### src/common/frr_defs.vh
// constants for the functional reset routing block
`ifndef FRR_DEFS_VH
`define FRR_DEFS_VH

// ========================================
// sources
`define FRR_NSRC 9
`define FRR_SRC_EXTERNAL 0
`define FRR_SRC_FLASH 1
`define FRR_SRC_PLL_RANGE 2
`define FRR_SRC_OSC_LOW 3
`define FRR_SRC_PLL_FAIL 4
`define FRR_SRC_HALT_STOP 5
`define FRR_SRC_SOFTWARE 6
`define FRR_SRC_CPU 7
`define FRR_SRC_TEST_PORT 8

// ========================================
// register map
`define FRR_ADDR_ALT_SELECT 8'h00
`define FRR_ADDR_SHORT_SELECT 8'h04
`define FRR_ADDR_PENDING 8'h08
`define FRR_ALT_MASK 16'h019C
`define FRR_SHORT_MASK 16'h01FF
`define FRR_ALT_RESET 16'h0000
`define FRR_SHORT_RESET 16'h0000

// ========================================
// bus answers
`define FRR_RESP_OKAY 2'h0
`define FRR_RESP_SLVERR 2'h2

`endif

### src/logic/frr_alt_queue.v
// pending alternate requests, presented one at a time
`timescale 1ns/1ps
`default_nettype none
module frr_alt_queue #(
  parameter N = 9,
  parameter SW = 4
) (
  input wire mclk,
  input wire rst,
  input wire [N-1:0] set,
  input wire clear_all,
  output wire req,
  input wire ack,
  output reg [SW-1:0] src,
  output reg [N-1:0] pend
);
  // ========================================
  // pending bits
  reg [N-1:0] next_pend;
  reg [SW-1:0] next_src;
  reg [N-1:0] taken;
  integer i;

  always @* begin
    taken = {N{1'b0}};
    if (req && ack) begin
      taken[src] = 1'b1;
    end
    // a new occurrence in the ack cycle stays pending
    next_pend = (pend & ~taken) | set;
    if (clear_all) begin
      next_pend = {N{1'b0}};
    end
    next_src = {SW{1'b0}};
    for (i = N - 1; i >= 0; i = i - 1) begin
      if (next_pend[i]) begin
        next_src = i[SW-1:0];
      end
    end
  end

  always @(posedge mclk) begin
    if (rst) begin
      pend <= {N{1'b0}};
      src <= {SW{1'b0}};
    end else begin
      pend <= next_pend;
      src <= next_src;
    end
  end

  assign req = |pend;
endmodule // frr_alt_queue
`default_nettype wire

### src/logic/frr_routing.v
// functional reset routing: alternate requests and sequence-start selection
`timescale 1ns/1ps
`default_nettype none
`include "frr_defs.vh"
module frr_routing #(
  parameter AW = 8
) (
  input wire mclk,
  input wire rst,
  input wire [AW-1:0] s_axi_awaddr,
  input wire [2:0] s_axi_awprot,
  input wire s_axi_awvalid,
  output wire s_axi_awready,
  input wire [31:0] s_axi_wdata,
  input wire [3:0] s_axi_wstrb,
  input wire s_axi_wvalid,
  output wire s_axi_wready,
  output reg [1:0] s_axi_bresp,
  output reg s_axi_bvalid,
  input wire s_axi_bready,
  input wire [AW-1:0] s_axi_araddr,
  input wire [2:0] s_axi_arprot,
  input wire s_axi_arvalid,
  output wire s_axi_arready,
  output reg [31:0] s_axi_rdata,
  output reg [1:0] s_axi_rresp,
  output reg s_axi_rvalid,
  input wire s_axi_rready,
  input wire test_mode,
  input wire [15:0] functional_reset_disable_bits,
  input wire [`FRR_NSRC-1:0] func_event,
  input wire destructive_event,
  output wire safe_mode_req,
  output wire [3:0] safe_mode_src,
  input wire safe_mode_ack,
  output wire irq_req,
  output wire [3:0] irq_src,
  input wire irq_ack,
  output reg start_stage_one,
  output reg start_stage_three
);
  // ========================================
  // configuration registers
  reg [15:0] functional_alternate_request_select;
  reg [15:0] functional_short_sequence_select;

  // ========================================
  // local constants
  // the masks keep their full 16 bits here on purpose, so every cut below is visible
  localparam [15:0] ALT_MASK = `FRR_ALT_MASK;
  localparam [15:0] SHORT_MASK = `FRR_SHORT_MASK;
  localparam [15:0] SHORT_RESET = `FRR_SHORT_RESET;
  localparam [AW-1:0] ADDR_ALT = `FRR_ADDR_ALT_SELECT;
  localparam [AW-1:0] ADDR_SHORT = `FRR_ADDR_SHORT_SELECT;

  // ========================================
  // event routing
  wire [`FRR_NSRC-1:0] disabled;
  wire [`FRR_NSRC-1:0] alt_capable;
  wire [`FRR_NSRC-1:0] enabled_ev;
  wire [`FRR_NSRC-1:0] alt_ev;
  wire [`FRR_NSRC-1:0] safe_set;
  wire [`FRR_NSRC-1:0] irq_set;
  wire [`FRR_NSRC-1:0] short_sel;
  wire [`FRR_NSRC-1:0] safe_pend;
  wire [`FRR_NSRC-1:0] irq_pend;
  wire [`FRR_NSRC-1:0] long_ev;
  wire [`FRR_NSRC-1:0] short_ev;
  wire any_long;
  wire any_short;
  wire any_enabled;

  assign disabled = functional_reset_disable_bits[`FRR_NSRC-1:0];
  assign alt_capable = ALT_MASK[`FRR_NSRC-1:0];
  assign short_sel = functional_short_sequence_select[`FRR_NSRC-1:0];
  // a disabled source starts nothing; only sources with a select bit reroute
  assign enabled_ev = func_event & ~disabled;
  assign alt_ev = func_event & disabled & alt_capable;

  genvar g;
  generate
    for (g = 0; g < `FRR_NSRC; g = g + 1) begin : g_route
      // select 0: fallback-mode request, select 1: interrupt
      assign safe_set[g] = alt_ev[g] & ~functional_alternate_request_select[g];
      assign irq_set[g] = alt_ev[g] & functional_alternate_request_select[g];
      // short bit 0: full sequence from stage one, 1: skip to stage three
      assign long_ev[g] = enabled_ev[g] & ~short_sel[g];
      assign short_ev[g] = enabled_ev[g] & short_sel[g];
    end
  endgenerate

  // one short-sequence bit per source picks the entry stage
  assign any_long = |long_ev;
  assign any_short = |short_ev;
  assign any_enabled = |enabled_ev;

  // ========================================
  // sequence start
  // a long request in the same cycle as a short one wins: the full
  // sequence covers everything the short one would reset
  reg next_start_one;
  reg next_start_three;

  always @* begin
    next_start_one = 1'b0;
    next_start_three = 1'b0;
    // destructive events restart from stage zero elsewhere
    if (!destructive_event) begin
      if (any_long) begin
        next_start_one = 1'b1;
      end else if (any_short) begin
        next_start_three = 1'b1;
      end
    end
  end

  always @(posedge mclk) begin
    if (rst) begin
      start_stage_one <= 1'b0;
      start_stage_three <= 1'b0;
    end else begin
      start_stage_one <= next_start_one;
      start_stage_three <= next_start_three;
    end
  end

  // ========================================
  // alternate request queues
  frr_alt_queue #(
    .N(`FRR_NSRC),
    .SW(4)
  ) u_safe_q (
    .mclk(mclk),
    .rst(rst),
    .set(safe_set),
    .clear_all(destructive_event),
    .req(safe_mode_req),
    .ack(safe_mode_ack),
    .src(safe_mode_src),
    .pend(safe_pend)
  );

  frr_alt_queue #(
    .N(`FRR_NSRC),
    .SW(4)
  ) u_irq_q (
    .mclk(mclk),
    .rst(rst),
    .set(irq_set),
    .clear_all(destructive_event),
    .req(irq_req),
    .ack(irq_ack),
    .src(irq_src),
    .pend(irq_pend)
  );

  // ========================================
  // axi4-lite write channel
  reg aw_held;
  reg w_held;
  reg [AW-1:0] aw_addr;
  reg aw_priv;
  reg [31:0] w_data;
  reg [3:0] w_strb;
  wire do_write;
  wire write_ok;
  wire [15:0] wmask;
  wire wr_alt;
  wire wr_short;

  assign s_axi_awready = ~aw_held & ~s_axi_bvalid;
  assign s_axi_wready = ~w_held & ~s_axi_bvalid;
  assign do_write = aw_held & w_held & ~s_axi_bvalid;
  // outside test mode, user privilege sees the registers read-only
  assign write_ok = aw_priv | test_mode;
  genvar b;
  generate
    for (b = 0; b < 2; b = b + 1) begin : g_lane
      assign wmask[8*b+7:8*b] = {8{w_strb[b]}};
    end
  endgenerate
  assign wr_alt = do_write & write_ok & (aw_addr == `FRR_ADDR_ALT_SELECT);
  assign wr_short = do_write & write_ok & (aw_addr == `FRR_ADDR_SHORT_SELECT);

  reg [1:0] next_bresp;
  reg addr_known;

  always @* begin
    addr_known = 1'b0;
    case (aw_addr)
      ADDR_ALT: addr_known = 1'b1;
      ADDR_SHORT: addr_known = 1'b1;
      default: addr_known = 1'b0;
    endcase
    next_bresp = `FRR_RESP_OKAY;
    if (!write_ok) begin
      next_bresp = `FRR_RESP_SLVERR;
    end else if (!addr_known) begin
      next_bresp = `FRR_RESP_SLVERR;
    end
  end

  always @(posedge mclk) begin
    if (rst) begin
      aw_held <= 1'b0;
      w_held <= 1'b0;
      aw_addr <= {AW{1'b0}};
      aw_priv <= 1'b0;
      w_data <= 32'h00000000;
      w_strb <= 4'h0;
      s_axi_bvalid <= 1'b0;
      s_axi_bresp <= `FRR_RESP_OKAY;
    end else begin
      if (s_axi_awvalid && s_axi_awready) begin
        aw_held <= 1'b1;
        aw_addr <= s_axi_awaddr;
        aw_priv <= s_axi_awprot[0];
      end
      if (s_axi_wvalid && s_axi_wready) begin
        w_held <= 1'b1;
        w_data <= s_axi_wdata;
        w_strb <= s_axi_wstrb;
      end
      if (do_write) begin
        aw_held <= 1'b0;
        w_held <= 1'b0;
        s_axi_bvalid <= 1'b1;
        s_axi_bresp <= next_bresp;
      end else if (s_axi_bvalid && s_axi_bready) begin
        s_axi_bvalid <= 1'b0;
      end
    end
  end

  // ========================================
  // register update
  reg [15:0] next_alt_select;
  reg [15:0] next_short_select;

  always @* begin
    next_alt_select = functional_alternate_request_select;
    next_short_select = functional_short_sequence_select;
    if (wr_alt) begin
      next_alt_select = ((functional_alternate_request_select & ~wmask) |
        (w_data[15:0] & wmask)) & ALT_MASK;
    end
    if (wr_short) begin
      next_short_select = ((functional_short_sequence_select & ~wmask) |
        (w_data[15:0] & wmask)) & SHORT_MASK;
    end
    // a reset event in the write cycle wins: the short-sequence select is cleared, the alternate select is not
    if (destructive_event || any_enabled) begin
      next_short_select = SHORT_RESET;
    end
  end

  always @(posedge mclk) begin
    if (rst) begin
      functional_alternate_request_select <= `FRR_ALT_RESET;
      functional_short_sequence_select <= `FRR_SHORT_RESET;
    end else begin
      functional_alternate_request_select <= next_alt_select;
      functional_short_sequence_select <= next_short_select;
    end
  end

  // ========================================
  // axi4-lite read channel
  reg [31:0] next_rdata;
  reg [1:0] next_rresp;

  assign s_axi_arready = ~s_axi_rvalid;

  always @* begin
    next_rdata = 32'h00000000;
    next_rresp = `FRR_RESP_OKAY;
    case (s_axi_araddr)
      `FRR_ADDR_ALT_SELECT: next_rdata = {16'h0000, functional_alternate_request_select};
      `FRR_ADDR_SHORT_SELECT: next_rdata = {16'h0000, functional_short_sequence_select};
      `FRR_ADDR_PENDING: next_rdata = {7'h00, irq_pend, 7'h00, safe_pend};
      default: next_rresp = `FRR_RESP_SLVERR;
    endcase
  end

  always @(posedge mclk) begin
    if (rst) begin
      s_axi_rvalid <= 1'b0;
      s_axi_rdata <= 32'h00000000;
      s_axi_rresp <= `FRR_RESP_OKAY;
    end else begin
      if (s_axi_arvalid && s_axi_arready) begin
        // reads are open to every privilege level
        s_axi_rvalid <= 1'b1;
        s_axi_rdata <= next_rdata;
        s_axi_rresp <= next_rresp;
      end else if (s_axi_rvalid && s_axi_rready) begin
        s_axi_rvalid <= 1'b0;
      end
    end
  end
endmodule // frr_routing
`default_nettype wire

### config.mk
export PLATFORM = sky130hd
export DESIGN_NAME = frr_routing
export DESIGN_NICKNAME = d
export VERILOG_FILES = /design/src/logic/frr_alt_queue.v /design/src/logic/frr_routing.v
export VERILOG_INCLUDE_DIRS = /design/src /design/src/common
export SDC_FILE = /design/constraint.sdc
export NUM_CORES = 1
export LEC_CHECK = 0
export ABC_CLOCK_PERIOD_IN_PS = 2000
export BUFFER_PORTS_ARGS = -buffer_cell sky130_fd_sc_hd__buf_2
export CAP_MARGIN = 20
export CORE_MARGIN = 2
export CORE_UTILIZATION = 49
export CTS_CLUSTER_DIAMETER = 200
export DETAILED_ROUTE_END_ITERATION = 10
export PLACE_DENSITY = 0.8
export SKIP_LAST_GASP = 1
export SYNTH_ARGS = -nofsm -noshare
export SYNTH_HDL_FRONTEND = slang
export SYNTH_SLANG_ARGS = --single-unit
### constraint.sdc
create_clock -name mclk -period 2 [get_ports mclk]
set_clock_uncertainty 0.1 [all_clocks]
set_input_delay 0.4 -clock mclk [delete_from_list [all_inputs] [get_ports mclk]]
set_output_delay 0.4 -clock mclk [all_outputs]
set_load 0.005 [all_outputs]
Word level (Yosys, flattened, before mapping)

Index checks and enable logic that the tools add are counted.

Bitwise logic cells: 69
Reduce and logical (&&, ||, !) cells: 33
Magnitude comparators: 4
Multiplexer cells: 35
Eq/ne operators: 3

Operators by type and width:

| cell                 | number |
|---|---|
| $pmux W25 S3         | 1 |
| $and A9 B9 Y9        | 7 |
| $reduce_or A9 Y1     | 7 |
| $mux W9              | 4 |
| $not A9 Y9           | 4 |
| $or A9 B9 Y9         | 4 |
| $and A1 B1 Y1        | 35 |
| $mux W3              | 8 |
| $not A1 Y1           | 18 |
| $eq A8 B3 Y1 const B | 2 |
| $logic_not A8 Y1     | 2 |
| $mux W2              | 7 |
| $reduce_or A2 Y1     | 6 |
| $mux W1              | 11 |
| $reduce_or A11 Y1    | 1 |
| $lt A4 B5 Y1 const B | 2 |
| $reduce_or A5 Y1     | 2 |
| $logic_and A1 B1 Y1  | 9 |
| $reduce_or A3 Y1     | 3 |
| $demux W1 S4         | 2 |
| $eq A8 B4 Y1 const B | 1 |
| $ge A4 B1 Y1 const B | 2 |
| $mux W4              | 2 |
| $reduce_bool A2 Y1   | 2 |
| other kinds (2)      | 2 |

Output and inout bits: 53
Input bits: 94
Register bits after elaboration: 102
Logic and storage cells: 169

Logic depth before layout (Yosys ltp)

Gate-level depths: netlist of run 1.

Word-level depth: 17
Depth in mapped cells: 7
Gate-level depth less buffers: 6

By module

A second synthesis of run 1 with hierarchy kept.

Cell total of the unflattened synthesis: 475
Area, all modules: 4169.0 µm²

By module, submodules not included:

| module                   | sequential area each (µm²) | area an instance (µm²) | instances | cells each |
|---|---|---|---|---|
| frr_routing              | 1201.2                     | 2761.4                 | 1         | 314 |
| frr_alt_queue (u_irq_q)  | 260.2                      | 739.5                  | 1         | 85 |
| frr_alt_queue (u_safe_q) | 260.2                      | 668.1                  | 1         | 76 |

Worst setup path after synthesis of run 1

No wires, ideal clock.

Path type: in2reg
Start: input port rst
End: register with a tool-made name
Required time: 1.832 ns
Arrival time: 1.526 ns
Path slack: 0.306 ns
Setup time: 0.068 ns
Stages on the path: 6
Path buffers: 2
Path through: buf_2 or2_1 buf_2 nor4_1 nand3_1 nor2_1

RTL lines:

| element            | RTL line        | text |
|---|---|---|
| start: declaration | frr_routing.v:9 | `input wire rst,` |

Final worst setup path of run 1

Start: register u_safe_q.pend[1]
End: output port safe_mode_req

Cells in the longest elaborated chain, start to end: 1

Ends and longest elaborated chain:

| element                  | RTL line           | text |
|---|---|---|
| start: declaration       | frr_alt_queue.v:15 | `output reg [N-1:0] pend` |
| start signal: assignment | frr_alt_queue.v:44 | `pend <= {N{1'b0}};` |
| start signal: assignment | frr_alt_queue.v:47 | `pend <= next_pend;` |
| $reduce_or A9 Y1         | frr_alt_queue.v:52 | `assign req = \|pend;` |
| end: declaration         | frr_routing.v:33   | `output wire safe_mode_req,` |

Every way passes these cells.

==> summary.md, run 1 <==
| Metric | Value |
|---|---|
| DRT Wirelength | `between 9000 and 10000 microns` |
| Post-route ant nets | `0` |
| # diodes | `0` |
| Syn Std Cell Area | `3840 sq um` |
| DR pass1 iterations | `5` |
| 1st-iter DRT viols | `200` |
| Post-cts hold buffer count | `0` |
| Via count | `between 3000 and 4000` |
| Final #Nets | `~660` |
| Final period utilization | `0.937` |
| Post-CTS Setup Inserts | `0` |
| Worst Tran Pin Value | `around 580 ps` |
| Layout cells sized above 1 | `0.225` |
| CTS Buf Count | `9` |
| TritonCTS clock tree | `built` |
| Maximum vdd drop | `just over 500 uV` |
| Placed insts | `660` |
| Buffers on Ports | `93` |
| Syn-to-layout area delta | `20.2%` |
| WP data required | `~1500 ps` |
| CP cell instances | `nor4_1 > nand3_1 > buf_2` |
| Horiz. Die Dim | `approximately 92 microns` |
| Remaining global-route overflow | `0` |
| Unrepaired setup endpoints after global routing | `no` |
| Worst EP arrival | `about 1400 ps` |
| Achievable frequency | `roughly 0.53 GHz` |
| Clk Tree Root Cell | `clkbuf_8` |
| Placer Congestion | `0.895` |
| Largest net degree at the start of global routing | `30` |
| Synthesized flop and latch total | `86` |
| Status | `finished, final reports clean` |
| Skew-Pair Late Insertion Delay | `between 300 and 400 ps` |
| Final instance count without filler cells | `676` |
| First-pass GRT wire length | `~16000 microns` |
| Core box area | `roughly 7600 sq um` |
| Crit path capture type | `primary output` |
| Synth Flop Type | `dfxtp_1` |
| Count of different cell masters after synthesis | `53` |
| Hold Path Class | `input port to flop` |
| Warnings, synthesis | `0` |
| Area of the die | `8550 sq um` |
| Routed vias/inst | `about 5.4` |
| CP startpoint kind | `flop` |
| R2r worst-path depth | `6` |
| Initial antenna violation count | `0` |
| Post-synthesis sequential area ratio | `0.449` |
| Cts repair resizes | `0` |
| Relative slew margins | `0.602` |
| Final hold vios | `0` |
| WL/cell | `around 14 microns` |
| Drc violations | `0` |
| Lkg Pwr | `about 2.0 nW` |
| HPWL after DPL | `about 7400 microns` |
| Worst path slowest cell | `dfxtp_1` |
| Chip Height | `92.5 microns` |
| Max incr delay on CP | `roughly 360 ps` |
| Mapped Cells | `471` |
| Max Cap Violations | `0` |
| Ports | `roughly 150` |
| P per Cell Area | `about 760 nW/um^2` |
| EDFF count, synth | `0` |
| Syn avg cell area | `roughly 8.1 sq um` |
| Max Slew Vio Count | `0` |
| Fillers | `just over 700` |
| H-tree level count | `3` |
| Worst Path Class, Setup | `flop to primary output` |
| Tmin final | `about 1900 ps` |
| Vias in the first global route | `about 3400` |
| All-Layer GR Usage | `0.234` |
| Ys async rst share | `0` |
| CP max FO | `3` |
| Starting Density | `0.502` |
| Setup tns final | `0 ps` |
| Clock slew at the register clock pins of the worst setup and hold paths | `around 90 ps` |
| Max clock buf depth | `2` |
| # setup viols final | `0` |
| CTS sink count | `between 80 and 90` |
| Hold depth | `2` |
| Row count | `32` |
cells in the final DEF (no fill, tap or decap), types with 14 or more instances in the layout:
master   instances
nand3_1         16
nor2_1          71
a22oi_1         21
mux2i_1         14
nor2b_1         20
a21oi_1         42
dfxtp_1         86
buf_2           93
nand2_1         73
conb_1          16
cell usage after synthesis (all sizes together), types with 9 or more instances:
cell / count / share of area
buf: 23 / 0.041
nand3: 16 / 0.021
nor2b: 20 / 0.033
nor3: 9 / 0.012
inv: 11 / 0.011
a21oi: 44 / 0.059
a22oi: 21 / 0.041
dfxtp: 86 / 0.45
clkbuf: 10 / 0.0098
nor2: 71 / 0.069
nand2: 74 / 0.073
mux2i: 14 / 0.037
worst max-delay path: cells and delay by family (launching register included):
kind,cells,cell delay (ps)
buf+inv,1,170
flops,1,360
simple gates,2,490
worst paths after layout:
check                                       from         endpoint  slack (ps)
worst max register to register  u_safe_q.pend[1]  u_safe_q.src[0]         140
worst max-delay path            u_safe_q.pend[1]    safe_mode_req         130
worst min register to register         w_data[1]        w_data[1]         360
worst min-delay path                s_axi_rready     s_axi_rvalid         110
through the flow:
step           setup slack, ps   util  total power, mW  area, sq um  hold WS (ps)
2_1_floorplan              306      -             2.05         3890           336
3_3_place_gp               165  0.573             2.15         4380           344
3_5_place_dp               118  0.573             2.16         4380           349
4_1_cts                    125  0.603             3.53         4610          98.2
5_1_grt                   28.5  0.603             3.66         4610           107
6_report                   125  0.603             3.52         4610           105
cell families (layout without fill, tap and decap cells):
family | count (synthesis) | count (layout) | synth area share
AO/OA/AOI/OAI | 102 | 102 | 0.176
multiplexers | 14 | 14 | 0.0365
AND/OR/NAND/NOR | 224 | 224 | 0.276
flip-flops | 86 | 86 | 0.449
other | 1 | 16 | 0.000978
buffers and inverters | 44 | 132 | 0.0616
metal layers:
| layer | GRT usage | vias up | wire length [microns] |
|---|---|---|---|
| li1 | - | 1809 | - |
| met1 | 0.300 | 1678 | 4290 |
| met2 | 0.380 | 131 | 4500 |
| met3 | 0.0561 | 18 | 588 |
| met4 | 0.0896 | 0 | 157 |
| met5 | 0 | - | 0 |
power breakdown:
group | switching (mW) | total, mW | leakage (nW) | internal [mW]
registers | 0.0362 | 1.79 | 0.698 | 1.76
clock network | 0.675 | 1.40 | 0.112 | 0.723
logic | 0.194 | 0.329 | 1.19 | 0.134
total | 0.906 | 3.52 | 2.00 | 2.61
layout make-up:
type,count,area [sq um],share of cell area
inverters,11,41.3,0.00896
repair buffers,105,556,0.121
clock inverters,7,105,0.0228
clock buffers,9,124,0.0269
well taps,102,128,0.0277
flip-flops and latches,86,1720,0.374
multi-input cells,356,1930,0.420
Power figures use the tool's default switching activity.
==> inputs of run 2 (changes only) <==
--- a/config.mk
+++ b/config.mk
@@ -10,10 +10,9 @@
 export BUFFER_PORTS_ARGS = -buffer_cell sky130_fd_sc_hd__buf_2
 export CAP_MARGIN = 20
 export CORE_MARGIN = 2
-export CORE_UTILIZATION = 49
+export CORE_UTILIZATION = 35
 export CTS_CLUSTER_DIAMETER = 200
 export DETAILED_ROUTE_END_ITERATION = 10
-export PLACE_DENSITY = 0.8
 export SKIP_LAST_GASP = 1
 export SYNTH_ARGS = -nofsm -noshare
 export SYNTH_HDL_FRONTEND = slang
==> run 2 against run 1 <==
Against the previous run: critical path depth did not move; cell count rose by 5.5%; non-clock buffer count did not move; global-route usage fell by 5.6 points; fmax fell by 0.92%; sequential power barely moved; clock power rose by 4%; setup slack got worse by 17 ps; critical endpoint is now irq_req; largest cell class unchanged; count of clock-buffer cells in the layout rose by 2.
==> summary.md, run 2 (same netlist as run 1, synthesis figures left out) <==
| Metric | Value |
|---|---|
| Status | `finished, final reports clean` |
| H-tree level count | `3 (unchanged)` |
| Max incr delay on CP | `320 ps (-40 ps)` |
| Lkg Pwr | `2.01 nW (+0.46%)` |
| Most frequent cells in the layout | `buf_2, dfxtp_1, nand2_1` |
| Setup tns final | `0 ps (unchanged)` |
| Worst path slowest cell | `dfxtp_1` |
| DR pass1 iterations | `6 (+1)` |
| Final hold vios | `0 (unchanged)` |
| CTS Buf Count | `9 (unchanged)` |
| Buffers on Ports | `93 (unchanged)` |
| Row count | `38 (+19%)` |
| Worst Path Class, Setup | `flop to primary output` |
| Max Slew Vio Count | `0 (unchanged)` |
| CP Capture Point | `irq_req` |
| Vias in the first global route | `3335 (-1.1%)` |
| Clock slew at the register clock pins of the worst setup and hold paths | `90 ps (about the same)` |
| Unrepaired setup endpoints after global routing | `no` |
| All-Layer GR Usage | `0.178 (-0.0556)` |
| WP data required | `1500 ps (about the same)` |
| Layout cells sized above 1 | `0.223 (-0.00135)` |
| Crit. path cell count | `3 (unchanged)` |
| Clk Tree Root Cell | `clkbuf_8` |
| Maximum vdd drop | `430 uV (-15%)` |
| Largest net degree at the start of global routing | `54 (+80%)` |
| Syn-to-layout area delta | `21.8%` |
| Register-to-register setup slack | `130 ps (about the same)` |
| Drc violations | `0 (unchanged)` |
| Crit path capture type | `primary output` |
| Remaining global-route overflow | `0 (unchanged)` |
| Tmin final | `1890 ps (+17.4 ps)` |
| Final WS setup | `108 ps (-17.4 ps)` |
| TritonCTS clock tree | `built` |
| Final core utilization | `0.435 (-0.168)` |
| HPWL after DPL | `7870 microns (+5.8%)` |
| R2r worst-path depth | `6 (unchanged)` |
| Post-place setup slack | `116 ps (-1.90 ps)` |
| Commonest non-fill, non-tap cell in the layout | `buf_2` |
| Core box area | `10700 sq um (+41%)` |
| Skew-Pair Late Insertion Delay | `370 ps (about the same)` |
| Max clock buf depth | `2 (unchanged)` |
| Worst reg2reg startpoint | `u_safe_q.pend[1]` |
| Worst EP arrival | `1390 ps (+20 ps)` |
| Reg2reg end | `u_safe_q.src[0]` |
| P per Cell Area | `766 nW/um^2 (+0.33%)` |
| Placer Congestion | `0.927 (+3.6%)` |
| Final period utilization | `0.946 (+0.00870)` |
| Horiz. Die Dim | `109 microns (+18%)` |
| First-pass GRT wire length | `16100 microns (+0.82%)` |
| Critical path origin | `u_irq_q.pend[5]` |
| Relative slew margins | `0.622 (+0.0201)` |
| Worst Tran Pin Value | `553 ps (-29.3 ps)` |
| Ports | `147 (unchanged)` |
| # diodes | `0 (unchanged)` |
| CP max FO | `4 (+1)` |
| Routed vias/inst | `5.08 (-5.6%)` |
| CTS sink count | `86 (unchanged)` |
| Post-route ant nets | `0 (unchanged)` |
| DRT Wirelength | `10200 microns (+7.0%)` |
| CP cell instances | `nor4_1 > nand3_1 > buf_2` |
| Hold Path Class | `input port to flop` |
| Max Cap Violations | `0 (unchanged)` |
| Final #Nets | `663 (unchanged)` |
| 1st-iter DRT viols | `185 (-7.5%)` |
| # setup viols final | `0 (unchanged)` |
| Achievable frequency | `0.529 GHz (-0.92%)` |
| Chip Height | `109 microns (+18%)` |
| CP startpoint kind | `flop` |
| Starting Density | `0.357 (-0.145)` |
| Via count | `3619 (-0.47%)` |
| WP buf/inv | `1 (unchanged)` |
| Crit path max-delay family | `simple AND/OR/NAND/NOR gates` |
| Area of the die | `11800 sq um (+38%)` |
| Initial antenna violation count | `0 (unchanged)` |
| WL/cell | `14.3 microns (+1.4%)` |
## run 2: changes by cell type in the layout (fill, tap and decap cells not counted), sizes merged
cell / change
inv: -3
clkbuf: +2
bufinv: +1
clkinvlp: -1
## run 2: what timing repair did
item	4_1_cts	5_1_grt
hold buffers	0	0
resized for setup	0	1
setup buffers	0	0
endpoints found under the setup margin	0	1
## run 2: layout make-up
type,count,area [sq um]
Multi-Input combinational cell,356,1940
Clock inverter,4,95.1
Fill cell,1136,6070
Timing Repair Buffer,105,556
Inverter,11,41.3
Clock buffer,11,141
Sequential cell,86,1720
Tap cell,140,175
## run 2: how the worst min path moves through the flow
stage                   end  slack [ps]  cells past startpoint         start
2_1_floorplan     w_data[0]         340                      2     w_data[0]
3_3_place_gp     aw_addr[3]         340                      2    aw_addr[3]
3_5_place_dp     aw_addr[4]         350                      2    aw_addr[4]
4_1_cts        s_axi_rvalid          90                      2  s_axi_rready
5_1_grt        s_axi_rvalid          90                      2  s_axi_rready
6_report       s_axi_rvalid         110                      2  s_axi_rready
## run 2: per-stage QoR
stage	hold WS, ps	cells	cell area, sq um	power, mW
floorplan	336	486	3890	2.05
global placement	344	698	4430	2.16
detailed placement	347	698	4430	2.17
CTS	90.4	713	4660	3.61
global route	91.4	713	4670	3.75
finish	111	713	4670	3.58
## run 2: power by group
part	total (mW)	internal, mW	switching [mW]	leakage [nW]
sequential	1.80	1.76	0.0380	0.698
combinational	0.332	0.134	0.198	1.19
clock	1.45	0.856	0.596	0.119
total	3.58	2.75	0.832	2.01
## run 2: metal layers
layer | track usage | routed length (microns) | vias to the layer above
li1 | - | - | 1806
met5 | 0 | 0 | -
met3 | 0.0424 | 718 | 25
met2 | 0.294 | 4800 | 151
met1 | 0.218 | 4380 | 1637
met4 | 0.0852 | 301 | 0
## run 2: worst register-to-register path: stages (launching register included)
cell,delay [ps]
dfxtp_1,370
nor4_2,270
nand3_1,190
nand4_1,170
a21oi_2,90
or3b_1,370
a311oi_2,230
==> inputs of run 3 (changes only) <==
--- a/config.mk
+++ b/config.mk
@@ -9,7 +9,7 @@
 export ABC_CLOCK_PERIOD_IN_PS = 2000
 export BUFFER_PORTS_ARGS = -buffer_cell sky130_fd_sc_hd__buf_2
 export CAP_MARGIN = 20
-export CORE_MARGIN = 2
+export CORE_MARGIN = 3
 export CORE_UTILIZATION = 35
 export CTS_CLUSTER_DIAMETER = 200
 export DETAILED_ROUTE_END_ITERATION = 10
==> run 3 against run 2 <==
Against the previous run: global-route usage fell by 1.0 points; register-to-register slack about the same; design area is 0.70% lower; count of clock-buffer cells in the layout decreased by 1; sequential share of layout area is 0.26 points higher; critical endpoint unchanged; largest cell class unchanged; highest routed layer unchanged.
==> summary.md, run 3 (same netlist as run 1, synthesis figures left out) <==
| Metric | Value |
|---|---|
| Status | `finished, final reports clean` |
| Reg area | `1720 sq um (unchanged)` |
| Unrepaired setup endpoints after global routing | `yes` |
| All-Layer GR Usage | `0.168 (-0.0104)` |
| TritonCTS clock tree | `built` |
| Core box area | `10500 sq um (-2.2%)` |
| Setup tns final | `0 ps (unchanged)` |
| Remaining global-route overflow | `0 (unchanged)` |
| Max Slew Vio Count | `0 (unchanged)` |
| Max clock buf depth | `2 (unchanged)` |
| P_int | `2.51 mW (-8.5%)` |
| Final hold vios | `0 (unchanged)` |
| Starting Density | `0.365 (+0.00803)` |
| P_sw | `0.877 mW (+5.4%)` |
| 1st-iter DRT viols | `174 (-5.9%)` |
| Power Total | `3.39 mW (-5.3%)` |
| CP max FO | `5 (+1)` |
| Placer Congestion | `0.923 (-0.49%)` |
| CP startpoint kind | `flop` |
| WL/cell | `14.4 microns (+0.91%)` |
| Finished layout cell area | `4640 sq um (-0.70%)` |
| R2r worst-path depth | `6 (unchanged)` |
| Max Cap Violations | `0 (unchanged)` |
| DRT Wirelength | `10200 microns (+0.49%)` |
| Sw Share | `0.259 (+0.0262)` |
| Crit path capture type | `primary output` |
| # setup viols final | `0 (unchanged)` |
| DR pass1 iterations | `4 (-2)` |
| Chip Height | `111 microns (+1.8%)` |
| Placed instance area | `4420 sq um (-0.28%)` |
| Worst Path Class, Setup | `flop to primary output` |
| Min-delay src | `s_axi_rready` |
| Lkg Pwr | `1.99 nW (-0.86%)` |
| Final period utilization | `0.950 (+0.00432)` |
| Post-route ant nets | `0 (unchanged)` |
| Hold Path Class | `input port to flop` |
| Register-to-register setup slack | `120 ps (about the same)` |
| Initial antenna violation count | `0 (unchanged)` |
| Achievable frequency | `0.526 GHz (-0.45%)` |
| Buffers on Ports | `93 (unchanged)` |
| CTS Buf Count | `9 (unchanged)` |
| Post-CTS Setup Inserts | `0 (unchanged)` |
| Clk network pwr share | `0.373 (-0.033)` |
| H-tree level count | `3 (unchanged)` |
| Worst Hold End | `s_axi_rvalid` |
| Via count | `3585 (-0.94%)` |
| Sequential fraction of design power | `0.529 (+0.027)` |
| Clk Tree Root Cell | `clkbuf_8` |
| Clock slew at the register clock pins of the worst setup and hold paths | `80 ps (about the same)` |
| Cts repair resizes | `0 (unchanged)` |
| Layout cells sized above 1 | `0.227 (+0.00349)` |
| Vias in the first global route | `3472 (+4.1%)` |
| Skew-Pair Late Insertion Delay | `360 ps (about the same)` |
| Horiz. Die Dim | `111 microns (+1.8%)` |
| P per Cell Area | `731 nW/um^2 (-4.6%)` |
| Maximum vdd drop | `446 uV (+3.7%)` |
| Final WS setup | `99.4 ps (-8.64 ps)` |
| Relative slew margins | `0.522 (-0.0995)` |
| Combinational Power Share | `0.098 (+0.005)` |
| First-pass GRT wire length | `16900 microns (+5.0%)` |
| Ports | `147 (unchanged)` |
| Area of the multi-input gates | `1950 sq um (+0.32%)` |
| CTS sink count | `86 (unchanged)` |
| Row count | `37 (-2.6%)` |
| WP data required | `1500 ps (about the same)` |
| Worst Tran Pin Value | `698 ps (+146 ps)` |
| Worst EP arrival | `1400 ps (about the same)` |
| Post-cts hold buffer count | `0 (unchanged)` |
| Final core utilization | `0.441 (+0.00669)` |
| Drc violations | `0 (unchanged)` |
| Largest net degree at the start of global routing | `54 (unchanged)` |
| Routed vias/inst | `5.05 (-0.52%)` |
| Fillers | `1057 (-7.0%)` |
| HPWL after DPL | `7840 microns (-0.32%)` |
| Final #Nets | `662 (-0.15%)` |
| Post-place setup slack | `50.1 ps (-66.0 ps)` |
| Hold depth | `2 (unchanged)` |
| Area of the die | `12300 sq um (+3.7%)` |
| Worst reg2reg startpoint | `u_safe_q.pend[2]` |
| Tmin final | `1900 ps (+8.64 ps)` |
| Most frequent cells in the layout | `buf_2, dfxtp_1, nand2_1` |
| Reg2reg end | `u_safe_q.src[0]` |
| Syn-to-layout area delta | `20.9%` |
| Commonest non-fill, non-tap cell in the layout | `buf_2` |
[run 3: how the worst max path moves through the flow]
stage	startpoint	to	slack [ps]	cells past startpoint
2_1_floorplan	rst	flop	310	6
3_3_place_gp	safe_mode_ack	u_safe_q.src[0]	170	6
3_5_place_dp	func_event[1]	start_stage_three	50	6
4_1_cts	u_irq_q.pend[5]	irq_req	50	3
5_1_grt	u_safe_q.pend[1]	u_safe_q.src[0]	-4	6
6_report	u_irq_q.pend[5]	irq_req	100	3
[run 3: power by group through the flow]
stage	Clock, mW	Sequential (mW)	Combinational [mW]
after floorplan	0	1.82	0.222
after global placement	0	1.83	0.325
after detailed placement	0	1.83	0.331
after CTS	1.30	1.79	0.333
after global routing	1.38	1.80	0.378
final	1.26	1.79	0.332
[run 3: final cells by class]
class,count,share of cell area
flip-flops and latches,86,0.371
clock inverters,6,0.0151
well taps,136,0.0367
multi-input cells,356,0.420
inverters,11,0.00890
diodes,1,0.000540
repair buffers,104,0.118
clock buffers,10,0.0297
[run 3: stage by stage]
| stage | hold WS (ps) | instances |
|---|---|---|
| after floorplan | 336 | 486 |
| after CTS | 115 | 709 |
| after global placement | 344 | 693 |
| after detailed placement | 348 | 693 |
| after global routing | 115 | 709 |
| final | 128 | 710 |
[run 3: layer usage]
layer / share of wire / up-vias / wire, microns / track usage
met5: 0 / - / 0 / 0
met4: 0.017 / 0 / 172 / 0.0509
met3: 0.072 / 13 / 737 / 0.0453
met2: 0.47 / 133 / 4790 / 0.278
met1: 0.44 / 1633 / 4550 / 0.212
li1: - / 1806 / - / -
[run 3: critical path, stage by stage (launching register included)]
cell and delay [ps]:
dfxtp_1 360, nor4_2 300, nand3_1 210, buf_2 180
